[config.mk]
export PLATFORM = sky130hd
export DESIGN_NAME = mfc_flow_control
export DESIGN_NICKNAME = d
export VERILOG_FILES = /design/src/verilog/mfc_pkg.sv /design/src/verilog/mfc_flow_control.sv
export VERILOG_INCLUDE_DIRS = /design/src /design/src/verilog
export SDC_FILE = /design/constraint.sdc
export NUM_CORES = 1
export LEC_CHECK = 0
export ABC_AREA = 1
export BUFFER_PORTS_ARGS = -buffer_cell sky130_fd_sc_hd__buf_4
export CAP_MARGIN = 20
export CELL_PAD_IN_SITES_DETAIL_PLACEMENT = 0
export CELL_PAD_IN_SITES_GLOBAL_PLACEMENT = 1
export CORE_MARGIN = 4
export CORE_UTILIZATION = 30
export CTS_CLUSTER_DIAMETER = 100
export CTS_CLUSTER_SIZE = 10
export DETAILED_ROUTE_END_ITERATION = 10
export PLACE_DENSITY = 0.71
export SETUP_SLACK_MARGIN = 0.2
export SLEW_MARGIN = 15
export SYNTH_ARGS = -nofsm -noshare
export SYNTH_HDL_FRONTEND = slang
export SYNTH_SLANG_ARGS = --single-unit
[constraint.sdc]
create_clock -name ref_clk_i -period 2.5 [get_ports ref_clk_i]
set_input_delay 0.5 -clock ref_clk_i [delete_from_list [all_inputs] [get_ports ref_clk_i]]
set_output_delay 0.5 -clock ref_clk_i [all_outputs]
set_load 0.05 [all_outputs]
[src/verilog/mfc_map.svh]
// register offsets, field positions, reset values and timing counts
`ifndef MFC_MAP_SVH
`define MFC_MAP_SVH
`define MFC_ADDR_W 8
`define MFC_FLOW_OFS 8'h08
`define MFC_CFG_OFS 8'h10
`define MFC_STAT_OFS 8'h11
`define MFC_FLOW_RST 32'h0000_0000
`define MFC_CFG_RST 3'h0
`define MFC_BUSY_BIT 0
`define MFC_ON_BIT 1
`define MFC_PASS_BIT 2
`define MFC_PT_LSB 16
`define MFC_CFG_FD_BIT 0
`define MFC_CFG_TXEN_BIT 1
`define MFC_CFG_FAST_BIT 2
`define MFC_CLK_NS 10
`define MFC_SLOT_BITS 512
`define MFC_BIT_NS_FAST 10
`define MFC_BIT_NS_SLOW 100
`define MFC_SLOT_CYC_FAST (`MFC_SLOT_BITS * `MFC_BIT_NS_FAST / `MFC_CLK_NS)
`define MFC_SLOT_CYC_SLOW (`MFC_SLOT_BITS * `MFC_BIT_NS_SLOW / `MFC_CLK_NS)
`endif

[src/verilog/mfc_pkg.sv]
// types shared by the flow control block
package mfc_pkg;
	typedef struct packed {
		logic is_pause;
		logic good;
		logic [15:0] quanta;
		logic filter_forced;
		logic filter_pass;
	} mfc_rx_info_type;
	typedef struct packed {
		logic valid;
		logic packet_filter;
	} mfc_rx_status_type;
	typedef struct packed {
		logic req;
		logic [15:0] pause_time;
	} mfc_tx_ctrl_type;
	typedef enum logic [1:0] {
		MFC_IDLE = 2'b00,
		MFC_SEND = 2'b01,
		MFC_BACKP = 2'b10
	} mfc_state_type;
endpackage

[src/verilog/mfc_flow_control.sv]
// ethernet mac flow control: pause decode, pause send, back pressure
// Operation
// - pass flag set and valid pause received sets packet filter status
// - pass flag clear clears packet filter status of received frames
// - pause frames act only in full duplex with flow control on
// - every received frame is forwarded with a status word
// - address filtering modes override the pass flag
// - valid pause halts transmitter for pause value times slot time
// - flow control off means pause frames are not acted on; they still set packet filter status
// - in half duplex flow control on enables back pressure
// - busy flag high while pause frame or back pressure is sent
// - busy flag returns low when pause frame send completes
// - pause interval field goes into each sent pause frame
// - transmitter disabled means no pause frames and no back pressure
`include "mfc_map.svh"
`timescale 1ns/1ps
`default_nettype none
module mfc_flow_control #(
	parameter int SLOT_CYC_SLOW = `MFC_SLOT_CYC_SLOW
) (
	input wire logic ref_clk_i,
	input wire logic rstn_i,
	input wire logic [`MFC_ADDR_W-1:0] addr_i,
	input wire logic [31:0] wdata_i,
	input wire logic wr_i,
	input wire logic rd_i,
	output logic [31:0] rdata_o,
	input wire logic rx_eof_i,
	input wire mfc_pkg::mfc_rx_info_type rx_info_i,
	output mfc_pkg::mfc_rx_status_type rx_status_o,
	input wire logic fc_request_i,
	input wire logic tx_pause_done_i,
	output mfc_pkg::mfc_tx_ctrl_type tx_ctrl_o,
	output logic backpressure_o,
	output logic tx_halt_o
);
	import mfc_pkg::*;

	localparam logic [12:0] SLOT_FAST = 13'(`MFC_SLOT_CYC_FAST);
	localparam logic [12:0] SLOT_SLOW = 13'(SLOT_CYC_SLOW);

	logic [15:0] pause_interval_value;
	logic pass_control_frames_flag;
	logic flow_ctrl_on;
	logic flow_ctrl_in_progress;
	logic [2:0] cfg;
	mfc_state_type state;
	mfc_state_type next_state;
	logic [15:0] quanta_left;
	logic [15:0] next_quanta;
	logic [12:0] slot_cnt;
	logic [12:0] next_slot;

	// register decode
	wire flow_sel = (addr_i == `MFC_FLOW_OFS);
	wire cfg_sel = (addr_i == `MFC_CFG_OFS);
	wire stat_sel = (addr_i == `MFC_STAT_OFS);
	wire full_duplex = cfg[`MFC_CFG_FD_BIT];
	wire tx_enable = cfg[`MFC_CFG_TXEN_BIT];
	wire fast_link = cfg[`MFC_CFG_FAST_BIT];
	wire [31:0] flow_word = {pause_interval_value, 13'h0000,
		pass_control_frames_flag, flow_ctrl_on, flow_ctrl_in_progress};
	wire [31:0] cfg_word = {29'h0000_0000, cfg};
	wire [31:0] stat_word = {quanta_left, 15'h0000, tx_halt_o};
	wire [31:0] next_rdata = !rd_i ? 32'h0000_0000 :
		flow_sel ? flow_word :
		cfg_sel ? cfg_word :
		stat_sel ? stat_word : 32'h0000_0000;

	// receive side status and pause decode
	wire pause_ok = rx_eof_i && rx_info_i.is_pause && rx_info_i.good;
	wire pause_act = pause_ok && full_duplex && flow_ctrl_on;
	wire next_pf = rx_info_i.filter_forced ? rx_info_i.filter_pass :
		(pass_control_frames_flag && pause_ok);

	// pause slot timing at the current link speed
	wire [12:0] slot_len = fast_link ? SLOT_FAST : SLOT_SLOW;
	wire slot_end = (slot_cnt == slot_len - 13'h0001);

	always_comb begin
		next_quanta = quanta_left;
		next_slot = slot_cnt;
		if (pause_act) begin
			next_quanta = rx_info_i.quanta;
			next_slot = 13'h0000;
		end else if (quanta_left != 16'h0000) begin
			if (slot_end) begin
				next_slot = 13'h0000;
				next_quanta = quanta_left - 16'h0001;
			end else begin
				next_slot = slot_cnt + 13'h0001;
			end
		end
	end

	// transmit side: pause frame in full duplex, back pressure in half
	wire may_send = tx_enable && flow_ctrl_on && fc_request_i;
	always_comb begin
		next_state = state;
		case (state)
			MFC_IDLE: begin
				if (may_send && full_duplex) begin
					next_state = MFC_SEND;
				end else if (may_send && !full_duplex) begin
					next_state = MFC_BACKP;
				end
			end
			MFC_SEND: begin
				if (tx_pause_done_i) begin
					next_state = MFC_IDLE;
				end
			end
			MFC_BACKP: begin
				if (!may_send || full_duplex) begin
					next_state = MFC_IDLE;
				end
			end
			default: begin
				next_state = MFC_IDLE;
			end
		endcase
	end
	wire start_send = (state == MFC_IDLE) && (next_state == MFC_SEND);

	always_ff @(posedge ref_clk_i or negedge rstn_i) begin
		if (!rstn_i) begin
			pause_interval_value <= 16'(`MFC_FLOW_RST >> `MFC_PT_LSB);
			pass_control_frames_flag <= 1'b0;
			flow_ctrl_on <= 1'b0;
			cfg <= `MFC_CFG_RST;
		end else if (wr_i && flow_sel) begin
			// busy bit is hardware owned, written value ignored
			pause_interval_value <= wdata_i[31:`MFC_PT_LSB];
			pass_control_frames_flag <= wdata_i[`MFC_PASS_BIT];
			flow_ctrl_on <= wdata_i[`MFC_ON_BIT];
		end else if (wr_i && cfg_sel) begin
			cfg <= wdata_i[2:0];
		end
	end

	always_ff @(posedge ref_clk_i or negedge rstn_i) begin
		if (!rstn_i) begin
			rdata_o <= 32'h0000_0000;
			rx_status_o <= '0;
			quanta_left <= 16'h0000;
			slot_cnt <= 13'h0000;
			tx_halt_o <= 1'b0;
		end else begin
			rdata_o <= next_rdata;
			rx_status_o.valid <= rx_eof_i;
			rx_status_o.packet_filter <= rx_eof_i && next_pf;
			quanta_left <= next_quanta;
			slot_cnt <= next_slot;
			tx_halt_o <= (next_quanta != 16'h0000);
		end
	end

	always_ff @(posedge ref_clk_i or negedge rstn_i) begin
		if (!rstn_i) begin
			state <= MFC_IDLE;
			flow_ctrl_in_progress <= 1'b0;
			tx_ctrl_o <= '0;
			backpressure_o <= 1'b0;
		end else begin
			state <= next_state;
			flow_ctrl_in_progress <= (next_state != MFC_IDLE);
			tx_ctrl_o.req <= start_send;
			if (start_send) begin
				tx_ctrl_o.pause_time <= pause_interval_value;
			end
			backpressure_o <= (next_state == MFC_BACKP);
		end
	end
endmodule
`default_nettype wire

# After elaboration in Yosys (flattened, before gate mapping)
# Index checks and enable logic that the tools add are counted.
dict set report totals {
  wordCells 66
  register_bits 106
  mem_bits_ro 0
  mem_count 0
  in_bits 67
  latch_bits 0
  output_inout_bits 53
  ram_bits 0
}
dict set report op_classes {
  n_eq_ne 8
  n_addsub 3
  bitwise_logic 1
  n_div 0
  n_shift 0
  n_reduce_logical 22
  muxes 17
  magnitude_cmp 0
  mul 0
}
# operator n
set op_table {}
lappend op_table {{two-way mux 32 bit} 4}
lappend op_table {{two-way mux 13 bit} 4}
lappend op_table {{two-way mux 16 bit} 3}
lappend op_table {{nonzero test 16 bit} 2}
lappend op_table {{== test 8 x 5 -> 1 bit (second input constant)} 2}
lappend op_table {{subtractor 16 x 1 -> 16 bit (second input constant)} 1}
lappend op_table {{adder 13 x 1 -> 13 bit (second input constant)} 1}
lappend op_table {{== test 13 bit} 1}
lappend op_table {{logical AND 1 bit} 13}
lappend op_table {{subtractor 13 x 1 -> 13 bit (second input constant)} 1}
lappend op_table {{== test 8 x 4 -> 1 bit (second input constant)} 1}
lappend op_table {{two-way mux 2 bit} 4}
lappend op_table {{one-hot mux 2 bit (3 select lines)} 1}
lappend op_table {{== test 2 x 1 -> 1 bit (second input constant)} 2}
lappend op_table {{== test 2 bit (second input constant)} 2}
lappend op_table {{nonzero test 2 bit} 2}
lappend op_table {{zero test 1 bit} 2}
lappend op_table {{zero test 2 bit} 1}
lappend op_table {{AND reduction 2 bit} 1}
lappend op_table {{logical OR 1 bit} 1}
lappend op_table {{two-way mux 1 bit} 1}
lappend op_table {{NOT 1 bit} 1}

# Logic depth before layout (Yosys ltp)
# Gate-level depths: netlist (run 1).
dict set report logic_depth {
  word_depth 8
  ltp_mapped 15
  ltp_nobuf 15
}

# Worst setup path before layout (run 1)
# OpenSTA, ideal clock, no wires.
dict set report synth_path {
  path_type {register -> register}
  from {register quanta_left[0]}
  to {register tx_halt_o}
  arrival_ps 1604
  setup_slack_ps 778
  path_stages_with_launch 15
  period_less_slack_ps 1722
  required_time_ps 2381
  n_path_buf 1
  setup_time_ps 119
  cell_sequence {dfrtp_1 inv_1 ha_1 nand3_1 nor2_1 nand2_2 buf_6 nand3_1 nand2_1 nand2_1 nand2_1 nand2_1 nand3_1 nor2_1 nand2_1}
}
dict set report synth_between {
  elab_chain_cells 5
  word_cells_on_any_way 6
  cone_classes {1 x add/sub; 3 x mux; 2 x reduce/logical}
}
# item line
set synth_rtl {}
lappend synth_rtl {{from (decl)} mfc_flow_control.sv:49} ;# logic [15:0] quanta_left;
lappend synth_rtl {{from (signal assigned)} mfc_flow_control.sv:152} ;# quanta_left <= next_quanta;
lappend synth_rtl {{subtractor 16 x 1 -> 16 bit} mfc_flow_control.sv:89} ;# next_quanta = quanta_left - 16'h0001;
lappend synth_rtl {{two-way mux 16 bit} mfc_flow_control.sv:87} ;# if (slot_end) begin
lappend synth_rtl {{two-way mux 16 bit (*)} mfc_flow_control.sv:86} ;# end else if (quanta_left != 16'h0000) begin
lappend synth_rtl {{two-way mux 16 bit (*)} mfc_flow_control.sv:83} ;# if (pause_act) begin
lappend synth_rtl {{nonzero test 16 bit (*)} mfc_flow_control.sv:154} ;# tx_halt_o <= (next_quanta != 16'h0000);
lappend synth_rtl {{to (signal assigned)} mfc_flow_control.sv:154}
lappend synth_rtl {{to (decl)} mfc_flow_control.sv:35} ;# output logic tx_halt_o
# Every way passes the cells marked *; elsewhere a longest branch is shown, timed or not.
# A chain may end at the register's enable or synchronous reset.

# Worst setup path in the final report (run 1)
dict set report layout_path {
  from {register quanta_left[0]}
  to {register tx_halt_o}
}
dict set report layout_between {
  elab_chain_cells 5
  word_cells_on_any_way 6
  cone_classes {1 x add/sub; 3 x mux; 2 x reduce/logical}
}
# item line
set layout_rtl {}
lappend layout_rtl {{subtractor 16 x 1 -> 16 bit} mfc_flow_control.sv:89}
lappend layout_rtl {{two-way mux 16 bit} mfc_flow_control.sv:87}
lappend layout_rtl {{two-way mux 16 bit (*)} mfc_flow_control.sv:86}
lappend layout_rtl {{two-way mux 16 bit (*)} mfc_flow_control.sv:83}
lappend layout_rtl {{named net next_quanta[11]} mfc_flow_control.sv:50} ;# logic [15:0] next_quanta;
lappend layout_rtl {{nonzero test 16 bit (*)} mfc_flow_control.sv:154}
# The timed path passes the listed nets; every way through them passes the cells marked *.

==> impl_metrics.csv, run 1 <==
group,metric,value,unit
clock_network,htree_levels,3,
critical_path,crit_slowest_cell,"dfrtp_1",
floorplan,fp-row-count,45,
drt,drt_iter0_markers,313,
clock_network,cts_sinks,93,
power,peakVddDrop,0.000312,V
synthesis,synth.distinct_cells,36,
place,portBuffers,93,
drt,drc,0,
synthesis,ys_seq_area_frac,0.491,
layout,fin_nets,770,
sta,period_minus_slack,2.09,ns
critical_path,required,2.72,ns
sta,rsz0062_at_grt,"no",
global_routing,antenna_found_initial,0,
global_routing,grt_max_degree,58,
layout,drive_above_1_share,0.228,
drt,drt-wirelength-per-cell,13.2,um
power,cellLeakagePower,3.14,nW
critical_path,cp.arrival,2.31,ns
synthesis,synth_mux_area_frac,0,
sta,slew_headroom,0.503,
drt,viasPerCell,4.44,
synthesis,synth_flop_cell,"dfrtp_1",
synthesis,synth_area,4740,um2
layout,fillers,1590,
sta,timing.final.crit_share,0.835,
synthesis,synth_edf_count,0,
floorplan,die_area,17900,um2
clock_network,hold_buffers,0,
synthesis,yosysWarnings,0,
place,gp_congestion,0.827,
drt,firstDrtPassIters,4,
sta,finalHoldViolCount,0,
sta,worstMarginPinSlew,0.745,ns
layout,antenna_cells,0,
sta,fin_ws,0.414,ns
critical_path,setup.worst_path.class,"reg -> reg",
place,post-dp-hpwl,9240,um
job,cap_violations,0,
synthesis,synth_xor_area_frac,0.00740,
layout,fin_cells,916,
global_routing,grt_pass1_vias,4050,
global_routing,overflow,0,
floorplan,die_h,134,um
layout,multi_input_area,1980,um2
place,place_inst,900,
critical_path,critPathMaxStageDelay,0.39,ns
sta,tns,0,ns
global_routing,grt_pass1_wl,20000,um
sta,fmax,479,MHz
sta,slew_viol_final,0,
clock_network,clock_path_buffers,2,
layout,utilization,0.391,
floorplan,start_util,0.309,
layout,final-seq-area,2330,um2
drt,drt-total-wl,12100,um
synthesis,synth_cells,604,
critical_path,crit_path_start_kind,"flop",
drt,antenna_left,0,
clock_network,cts_tree,"built",
synthesis,syn_area_per_cell,7.84,um2
power,powerDensity,640,nW/um2
sta,clock_skew,0.00666,ns
critical_path,cp_cell_sequence,"inv_1, ha_1, nand3_1, nor2_1, nand2_4, nand3_1, nand2_1, nand3_2, nand2_2, nor2_1, nand2_1, nor2_1, nand2_1",
critical_path,path_max_fanout,18,
layout,syn_to_final_growth,26.3,%
synthesis,synth_top_family_by_area,"simple AND/OR/NAND/NOR gates",
clock_network,path_clk_slew,0.07,ns
sta,hold_slack,0.210,ns
critical_path,worst_setup_path_end_kind,"flop",
floorplan,die_w,134,um
sta,setup_viol,0,
clock_network,root_buffer,"clkbuf_16",
hold_path,hold_path.class,"in -> async",
synthesis,synth_compound_area_frac,0.0972,
synthesis,ys_ff_latch,93,
place,dpl_worst_slack,0.307,ns
floorplan,io-pin-count,120,
floorplan,core,15300,um2
clock_network,insertion_delay,0.34,ns
drt,vias,4068,
clock_network,numCtsBuffers,9,
synthesis,synthAdderAreaFrac,0.00792,
synthesis,synthArstFlopShare,1.00,
outcome,status,"finished clean",
global_routing,track_usage,0.139,
synthesis,yosys.area_share.simple,0.289,
worst max-delay path, delay by kind of cell (launching register included):
kind / cells / cell delay, ns
adders and majority gates: 1 / 0.21
buffers and inverters: 1 / 0.18
and+or+nand+nor: 11 / 1.18
DFF: 1 / 0.39
logic make-up (layout without fill, tap and decap cells):
kind of cell    Yosys count  in the layout
compound gates           83             83
xor+xnor                  4              4
simple gates            307            307
flops                    93             93
fa+ha+maj                 3              3
buf+inv                 113            202
other cells               1             13
state kept, by name, indices dropped and copies added, names as in the netlist:
| name | count |
|---|---|
| tx_ctrl_o | 17 |
| tx_halt_o | 1 |
| cfg | 3 |
| quanta_left | 16 |
| rx_status_o | 2 |
| state | 2 |
| pause_interval_value | 16 |
| flow_ctrl_on | 1 |
| rdata_o | 19 |
| slot_cnt | 13 |
| pass_control_frames_flag | 1 |
| backpressure_o | 1 |
| flow_ctrl_in_progress | 1 |
cells in the final DEF, fill, tap and decap left out, types with 3 or more instances in the layout:
| cell type | synthesis | layout |
|---|---|---|
| inv_1 | 80 | 80 |
| nand2_2 | 9 | 9 |
| o21ai_0 | 30 | 30 |
| nand4_1 | 6 | 6 |
| clkbuf_16 | 0 | 9 |
| nand3_2 | 7 | 7 |
| o22ai_1 | 18 | 18 |
| or2_2 | 6 | 6 |
| a21oi_1 | 26 | 26 |
| nor2_4 | 3 | 5 |
| nor3_1 | 5 | 4 |
| conb_1 | 1 | 13 |
| nor2_1 | 71 | 70 |
| dfrtp_1 | 93 | 93 |
| nor2_2 | 8 | 7 |
| nand2_1 | 154 | 153 |
| xor2_1 | 4 | 4 |
| nand3_1 | 32 | 32 |
| inv_2 | 3 | 3 |
| buf_4 | 13 | 102 |
report_power, final:
group | switching, mW | internal, mW
logic | 0.380 | 0.212
registers | 0.101 | 1.63
clock network | 0.599 | 0.911
total | 1.08 | 2.75
layout make-up:
cell class | instances | area share
clock inverter | 6 | 0.0155
clock buffer | 10 | 0.0399
tap | 211 | 0.0441
inverter | 84 | 0.0527
multi-input combinational | 410 | 0.331
timing repair buffer | 102 | 0.128
sequential | 93 | 0.389
layer usage:
metal	share of wire	vias to the layer above	track usage	routed length [um]
met3	0.056	11	0.0408	676
met1	0.49	1882	0.190	5930
met4	0.0092	0	0.0331	111
met2	0.45	104	0.219	5390
li1	-	2071	-	-
met5	0	-	0	0
what timing repair did:
action                     in CTS  in global routing
hold endpoints to repair        0                  0
buffers inserted                0                  0
gates resized for setup         0                  7
setup endpoints to repair       0                  6
final timing paths:
kind                                start                       end  slack [ns]  cells after the start
max reg2reg                quanta_left[0]                 tx_halt_o        0.41                     13
max                        quanta_left[0]                 tx_halt_o        0.41                     13
min reg2reg                      state[0]            backpressure_o        0.48                      1
min in group ref_clk_i           rx_eof_i            rx_status_o[1]        0.29                      1
min                                rstn_i                  state[0]        0.21                      1
max in group asynchronous          rstn_i  pause_interval_value[14]        1.54                      2
metrics by stage:
stage,cell area (um2),power (mW)
6_report,5980,3.83
5_1_grt,5980,4.03
4_1_cts,5960,3.87
3_5_place_dp,5630,2.35
3_3_place_gp,5630,2.32
2_1_floorplan,4780,2.14
Yosys cell counts, types with 5 or more instances:
library cell / count / area share
nand2_2: 9 / 0.012
clkbuf_1: 8 / 0.0063
buf_4: 13 / 0.021
dfrtp_1: 93 / 0.49
nand3_1: 32 / 0.034
nor2_1: 71 / 0.056
o22ai_1: 18 / 0.024
buf_2: 5 / 0.0053
nand3_2: 7 / 0.015
nor3_1: 5 / 0.0053
a21oi_1: 26 / 0.027
o21ai_0: 30 / 0.032
or2_2: 6 / 0.0079
nand4_1: 6 / 0.0079
nor2_2: 8 / 0.011
nand2_1: 154 / 0.12
inv_1: 80 / 0.063
Power figures use the tool's default switching activity.
==> run 2, diff against run 1 <==
--- a/config.mk
+++ b/config.mk
@@ -6,7 +6,7 @@
 export SDC_FILE = /design/constraint.sdc
 export NUM_CORES = 1
 export LEC_CHECK = 0
-export ABC_AREA = 1
+export ABC_AREA = 0
 export BUFFER_PORTS_ARGS = -buffer_cell sky130_fd_sc_hd__buf_4
 export CAP_MARGIN = 20
 export CELL_PAD_IN_SITES_DETAIL_PLACEMENT = 0
@@ -16,7 +16,7 @@
 export CTS_CLUSTER_DIAMETER = 100
 export CTS_CLUSTER_SIZE = 10
 export DETAILED_ROUTE_END_ITERATION = 10
-export PLACE_DENSITY = 0.71
+export PLACE_DENSITY = 0.68
 export SETUP_SLACK_MARGIN = 0.2
 export SLEW_MARGIN = 15
 export SYNTH_ARGS = -nofsm -noshare
==> constraint.sdc (replaced) <==
create_clock -name ref_clk_i -period 2.1 [get_ports ref_clk_i]
set_input_delay 0.42 -clock ref_clk_i [delete_from_list [all_inputs] [get_ports ref_clk_i]]
set_output_delay 0.42 -clock ref_clk_i [all_outputs]
set_load 0.05 [all_outputs]
==> impl_metrics.csv, run 2 <==
group,metric,value,unit
synthesis,synth_cells,390,
place,dpl-instance-area,5800,um2
power,swShare,0.229,
job,cap_violations,0,
power,switchingPower,0.918,mW
power,sequentialPowerShare,0.476,
clock_network,path_clk_slew,0.07,ns
synthesis,synth_top_area_share,0.539,
layout,layout_common_cells,"buf_4 (169), dfrtp_1 (93), mux2_2 (37)",
floorplan,die_h,128,um
drt,vias,3524,
critical_path,setup.worst_path.class,"reg -> reg",
critical_path,path_max_fanout,6,
critical_path,rr_worst_depth,10,
floorplan,die_area,16400,um2
drt,viasPerCell,4.70,
synthesis,synth.top_cells.by_count,"dfrtp_1 (93), mux2_2 (37), nor2_1 (34)",
synthesis,synthAdderAreaFrac,0.00870,
place,gp_congestion,0.839,
clock_network,htree_levels,3,
clock_network,insertion_delay,0.34,ns
place,post-dp-hpwl,8730,um
synthesis,synthArstFlopShare,1.00,
sta,timing.final.crit_share,1.35,
layout,multi_input_area,2080,um2
global_routing,antenna_found_initial,0,
layout,fin_nets,636,
layout,largest-register,"rdata_o",
critical_path,crit_path_start_kind,"flop",
synthesis,synth_top_family_by_area,"simple AND/OR/NAND/NOR gates",
layout,fin_cells,750,
power,clkPwrFrac,0.430,
outcome,violations,"setup timing",
outcome,status,"finished, violations left",
clock_network,cts_sinks,93,
power,internal-power,3.08,mW
floorplan,core,14000,um2
power,power_frac_comb,0.094,
global_routing,grt_use_met3,0.0288,
synthesis,syn_area_per_cell,11.1,um2
synthesis,synth_compound_area_frac,0.0913,
synthesis,synth_flop_cell,"dfrtp_1",
global_routing,use_met1,0.191,
synthesis,ys_ff_latch,93,
layout,utilization,0.455,
floorplan,start_util,0.309,
layout,design_area,6370,um2
global_routing,track_usage,0.138,
global_routing,grt_use_met2,0.218,
critical_path,cp.arrival,3.04,ns
power,peakVddDrop,0.000386,V
layout,final_common_cell,"buf_4",
global_routing,overflow,0,
clock_network,clock_path_buffers,2,
sta,setup_viol,1,
global_routing,grt_pass1_wl,18100,um
drt,drc,0,
global_routing,busiest_layer,"met2",
clock_network,cts_tree,"built",
drt,drt_iter0_markers,199,
layout,antenna_cells,0,
layout,syn_to_final_growth,47.5,%
layout,final-seq-area,2330,um2
synthesis,yosys.area_share.simple,0.195,
power,cellLeakagePower,2.94,nW
layout,fillers,1321,
synthesis,synth_area,4320,um2
floorplan,fp-row-count,43,
place,portBuffers,93,
hold_path,hold_path.class,"in -> async",
critical_path,worst_setup_path_end_kind,"flop",
global_routing,grt_max_degree,34,
sta,fmax,353,MHz
synthesis,ys_seq_area_frac,0.539,
drt,antenna_left,0,
sta,clock_skew,0.00614,ns
synthesis,synth_mux_area_frac,0.0965,
sta,slew_viol_final,0,
floorplan,die_w,128,um
synthesis,synth_xor_area_frac,0.0325,
layout,reg_top3,"rdata_o (19), tx_ctrl_o (17)",
drt,drt-total-wl,11500,um
sta,fin_ws,-0.732,ns
synthesis,synth_edf_count,0,
power,powerDensity,628,nW/um2
clock_network,root_buffer,"clkbuf_16",
sta,rsz0062_at_grt,"yes",
drt,firstDrtPassIters,4,
place,place_inst,724,
synthesis,synth_top_cell_by_area,"dfrtp_1",
synthesis,yosysWarnings,0,
synthesis,synth.distinct_cells,50,
floorplan,io-pin-count,120,
critical_path,required,2.31,ns
sta,period_minus_slack,2.83,ns
drt,drt-wirelength-per-cell,15.3,um
layout,largest_register_ffs,19,
clock_network,numCtsBuffers,9,
sta,finalHoldViolCount,0,
synthesis,synth_most_common_cell,"dfrtp_1",
global_routing,grt_pass1_vias,3593,
layout,drive_above_1_share,0.481,
synthesis,synthTopCellsByArea,"dfrtp_1 (54%), mux2_2 (9.7%), a22oi_1 (3.3%), nor2b_1 (3.2%), nor2_1 (3.0%)",
[run 2: cell types whose count changed in the layout (fill, tap and decap cells not counted), sizes merged, moves of 17 or more]
cell   delta
a22oi    +17
buf      +77
inv      -82
mux2     +37
nand2   -138
nand3    -30
nor2     -48
nor2b    +22
o21ai    -17
o22ai    -18
[run 2: path summary, 6_finish.rpt]
kind	start	to	slack (ns)
setup / recovery	slot_cnt[1]	tx_halt_o	-0.73
hold / removal	rstn_i	tx_ctrl_o[16]	0.01
setup reg to reg	slot_cnt[1]	tx_halt_o	-0.73
hold reg to reg	state[1]	state[0]	0.50
max in group asynchronous	rstn_i	tx_ctrl_o[13]	1.50
min in group ref_clk_i	rx_eof_i	rx_status_o[1]	0.21
[run 2: layout make-up]
type / instances / share of cell area
clock buffer: 10 / 0.0360
tap: 180 / 0.0354
clock inverter: 5 / 0.0134
sequential: 93 / 0.366
inverter: 2 / 0.00118
multi-input combinational: 281 / 0.327
timing repair buffer: 179 / 0.221
[run 2: worst max-delay path, stage by stage (launching register included)]
cell and delay, ns:
dfrtp_1 0.35, ha_2 0.19, and3_1 0.16, o2111a_2 0.23, o21ai_4 0.09, buf_4 0.14
or4_4 0.47, xor2_1 0.16, o21ai_1 0.09, or4_1 0.38, or4_1 0.42
[run 2: routing by layer]
metal	routed length (um)	part of all wire
met2	5460	0.48
met1	5310	0.46
met4	133	0.012
met3	578	0.050
met5	0	0
[run 2: metrics by stage]
step	hold slack [ns]	total power [mW]	TNS, ns	setup WS (ns)
after floorplan	0.124	2.10	-0.522	-0.522
final	0.0132	4.00	-0.732	-0.732
after global placement	0.388	2.30	-0.725	-0.725
after global routing	0.0410	4.16	-1.00	-0.837
after detailed placement	0.389	2.31	-0.813	-0.813
after CTS	0.0228	4.04	-0.732	-0.732
[run 2: kinds of logic after synthesis]
logic type / count (synthesis)
adder cells (fa/ha/maj): 3
multiplexers: 37
other: 1
AO/OA/AOI/OAI: 60
XOR/XNOR: 16
flip-flops: 93
AND/OR/NAND/NOR: 152
buffers and inverters: 28
[run 2: power groups by stage]
stage	registers [mW]	logic (mW)	clock network, mW
detailed placement	1.94	0.377	0
finish	1.90	0.376	1.72
floorplan	1.95	0.147	0
CTS	1.90	0.381	1.76
global placement	1.93	0.372	0
global route	1.91	0.418	1.83
[run 2: timing repair]
action / 4_1_cts / 5_1_grt
gates resized for setup: 12 / 31
pin swaps: 11 / 15
hold buffers: 0 / 0
setup endpoints to repair: 18 / 26
hold endpoints to repair: 0 / 0
setup buffers: 5 / 6
==> run 3, diff against run 2 <==
--- a/config.mk
+++ b/config.mk
@@ -7,7 +7,6 @@
 export NUM_CORES = 1
 export LEC_CHECK = 0
 export ABC_AREA = 0
-export BUFFER_PORTS_ARGS = -buffer_cell sky130_fd_sc_hd__buf_4
 export CAP_MARGIN = 20
 export CELL_PAD_IN_SITES_DETAIL_PLACEMENT = 0
 export CELL_PAD_IN_SITES_GLOBAL_PLACEMENT = 1
@@ -16,7 +15,8 @@
 export CTS_CLUSTER_DIAMETER = 100
 export CTS_CLUSTER_SIZE = 10
 export DETAILED_ROUTE_END_ITERATION = 10
-export PLACE_DENSITY = 0.68
+export DONT_BUFFER_PORTS = 1
+export PLACE_DENSITY = 0.59
 export SETUP_SLACK_MARGIN = 0.2
 export SLEW_MARGIN = 15
 export SYNTH_ARGS = -nofsm -noshare
==> impl_metrics.csv, run 3 (synthesis gave the netlist of run 2 again) <==
group,metric,value,unit
outcome,status,"finished, violations left",
outcome,violations,"hold timing, setup timing",
global_routing,antenna_found_initial,0,
sta,fin_ws,-0.710,ns
layout,largest-register,"rdata_o",
job,cap_violations,0,
floorplan,io-pin-count,120,
layout,drive_above_1_share,0.391,
place,gp_congestion,0.863,
sta,slew_viol_final,0,
clock_network,root_buffer,"clkbuf_16",
sta,finalHoldViolCount,93,
critical_path,cp_cell_sequence,"nor4_4, nand3_4, buf_4, nand2_2, or3_1, a31oi_2, or3_1, or3_1, or4_1",
drt,drt-wirelength-per-cell,17.2,um
critical_path,required,2.31,ns
sta,timing.final.crit_share,1.34,
sta,period_minus_slack,2.81,ns
drt,drc,0,
floorplan,fp-row-count,43,
clock_network,cts_sinks,93,
power,switchingPower,0.884,mW
floorplan,die_w,128,um
critical_path,reg2reg_from,"quanta_left[2]",
critical_path,cp.arrival,3.02,ns
power,swShare,0.237,
critical_path,path_max_fanout,4,
layout,antenna_cells,0,
clock_network,numCtsBuffers,9,
drt,firstDrtPassIters,4,
critical_path,crit_path_start_kind,"flop",
floorplan,die_h,128,um
place,dpl-instance-area,5030,um2
critical_path,ff2ff_setup_slack,-0.71,ns
clock_network,insertion_delay,0.34,ns
power,peakVddDrop,0.000363,V
place,post-dp-hpwl,8520,um
power,cellLeakagePower,2.47,nW
drt,drt-total-wl,11200,um
layout,final_common_cell,"dfrtp_1",
clock_network,cts_tree,"built",
clock_network,path_clk_slew,0.07,ns
power,clkPwrFrac,0.422,
sta,tns,-0.860,ns
floorplan,core,14000,um2
critical_path,crit_slowest_cell,"or4_1",
critical_path,r2r_end,"tx_halt_o",
critical_path,path_buf_inv,1,
global_routing,track_usage,0.139,
drt,antenna_left,0,
power,internal-power,2.85,mW
place,portBuffers,0,
layout,syn_to_final_growth,30.6,%
critical_path,crit_family,"simple AND/OR/NAND/NOR gates",
critical_path,critPathMaxStageDelay,0.53,ns
layout,largest_register_ffs,19,
layout,layout_common_cells,"dfrtp_1 (91), buf_4 (73), mux2_2 (37)",
critical_path,startpoint,"quanta_left[2]",
critical_path,setup.worst_path.class,"reg -> reg",
sta,setup_viol,2,
sta,hold_slack,-0.227,ns
critical_path,rr_worst_depth,9,
power,power_frac_comb,0.066,
sta,worstMarginPinSlew,0.548,ns
layout,design_area,5640,um2
sta,fmax,356,MHz
sta,clock_skew,0.00789,ns
global_routing,grt_pass1_vias,3287,
clock_network,clock_path_buffers,2,
hold_path,hold_path.class,"in -> async",
clock_network,htree_levels,3,
drt,viasPerCell,4.92,
critical_path,worst_setup_path_end_kind,"flop",
critical_path,crit_path_frequent_cell,"or3_1",
layout,reg_top3,"rdata_o (19), tx_ctrl_o (17)",
sta,rsz0062_at_grt,"yes",
drt,vias,3216,
floorplan,die_area,16400,um2
global_routing,grt_max_degree,94,
global_routing,grt_pass1_wl,17800,um
floorplan,start_util,0.309,
drt,drt_iter0_markers,129,
global_routing,overflow,0,
sta,slew_headroom,0.634,
power,powerDensity,663,nW/um2
layout,fin_nets,538,
power,sequentialPowerShare,0.512,
-- run 3: cell types whose count changed in the layout (fill, tap and decap cells not counted), moves of 3 or more --
cell / change
buf_4: -96
nand2_4: +3
nor2_1: -3
nor2_2: +3
o21ai_2: -3
-- run 3: layout make-up --
type / instances / area [um2]
Sequential cell: 93 / 2330
Tap cell: 180 / 225
Clock inverter: 5 / 38.8
Inverter: 2 / 7.51
Multi-Input combinational cell: 281 / 2130
Fill cell: 1344 / 8350
Timing Repair Buffer: 81 / 647
Clock buffer: 11 / 253
-- run 3: worst max path at each step --
stage,slack (ns),depth (start not counted),end
2_1_floorplan,-0.52,8,tx_halt_o
3_3_place_gp,-0.82,8,tx_halt_o
3_5_place_dp,-0.79,8,tx_halt_o
4_1_cts,-0.69,9,tx_halt_o
5_1_grt,-0.84,10,tx_halt_o
6_report,-0.71,9,tx_halt_o
-- run 3: power groups by stage --
| stage | logic (mW) | registers, mW | clock network [mW] |
|---|---|---|---|
| floorplan | 0.147 | 1.95 | 0 |
| global placement | 0.233 | 1.94 | 0 |
| detailed placement | 0.241 | 1.95 | 0 |
| CTS | 0.246 | 1.91 | 1.63 |
| global route | 0.265 | 1.92 | 1.70 |
| finish | 0.246 | 1.91 | 1.58 |
-- run 3: worst reg2reg max path: stages (launching register included) --
cell and delay, ns:
dfrtp_2 0.44, nor4_4 0.35, nand3_4 0.15, buf_4 0.16
nand2_2 0.10, or3_1 0.13, a31oi_2 0.11, or3_1 0.39
or3_1 0.32, or4_1 0.53
-- run 3: stage by stage --
step	instances	setup WS, ns	utilization	hold WS, ns	power [mW]
CTS	650	-0.691	0.393	-0.242	3.78
global placement	626	-0.824	0.360	0.127	2.18
finish	653	-0.710	0.403	-0.227	3.74
global route	653	-0.836	0.403	-0.248	3.89
floorplan	402	-0.522	-	0.124	2.10
detailed placement	626	-0.787	0.360	0.127	2.19
-- run 3: what timing repair did --
item | CTS | global route
pin swaps | 9 | 17
resized for setup | 25 | 29
endpoints found under the hold margin | 93 | 93
endpoints found under the setup margin | 17 | 23
setup buffers | 8 | 3
-- run 3: metal layers --
layer | vias up | GRT usage | wire [um]
li1 | 1527 | - | -
met1 | 1601 | 0.178 | 4900
met2 | 77 | 0.224 | 5470
met3 | 11 | 0.0413 | 685
met4 | 0 | 0.0468 | 161
met5 | - | 0 | 0
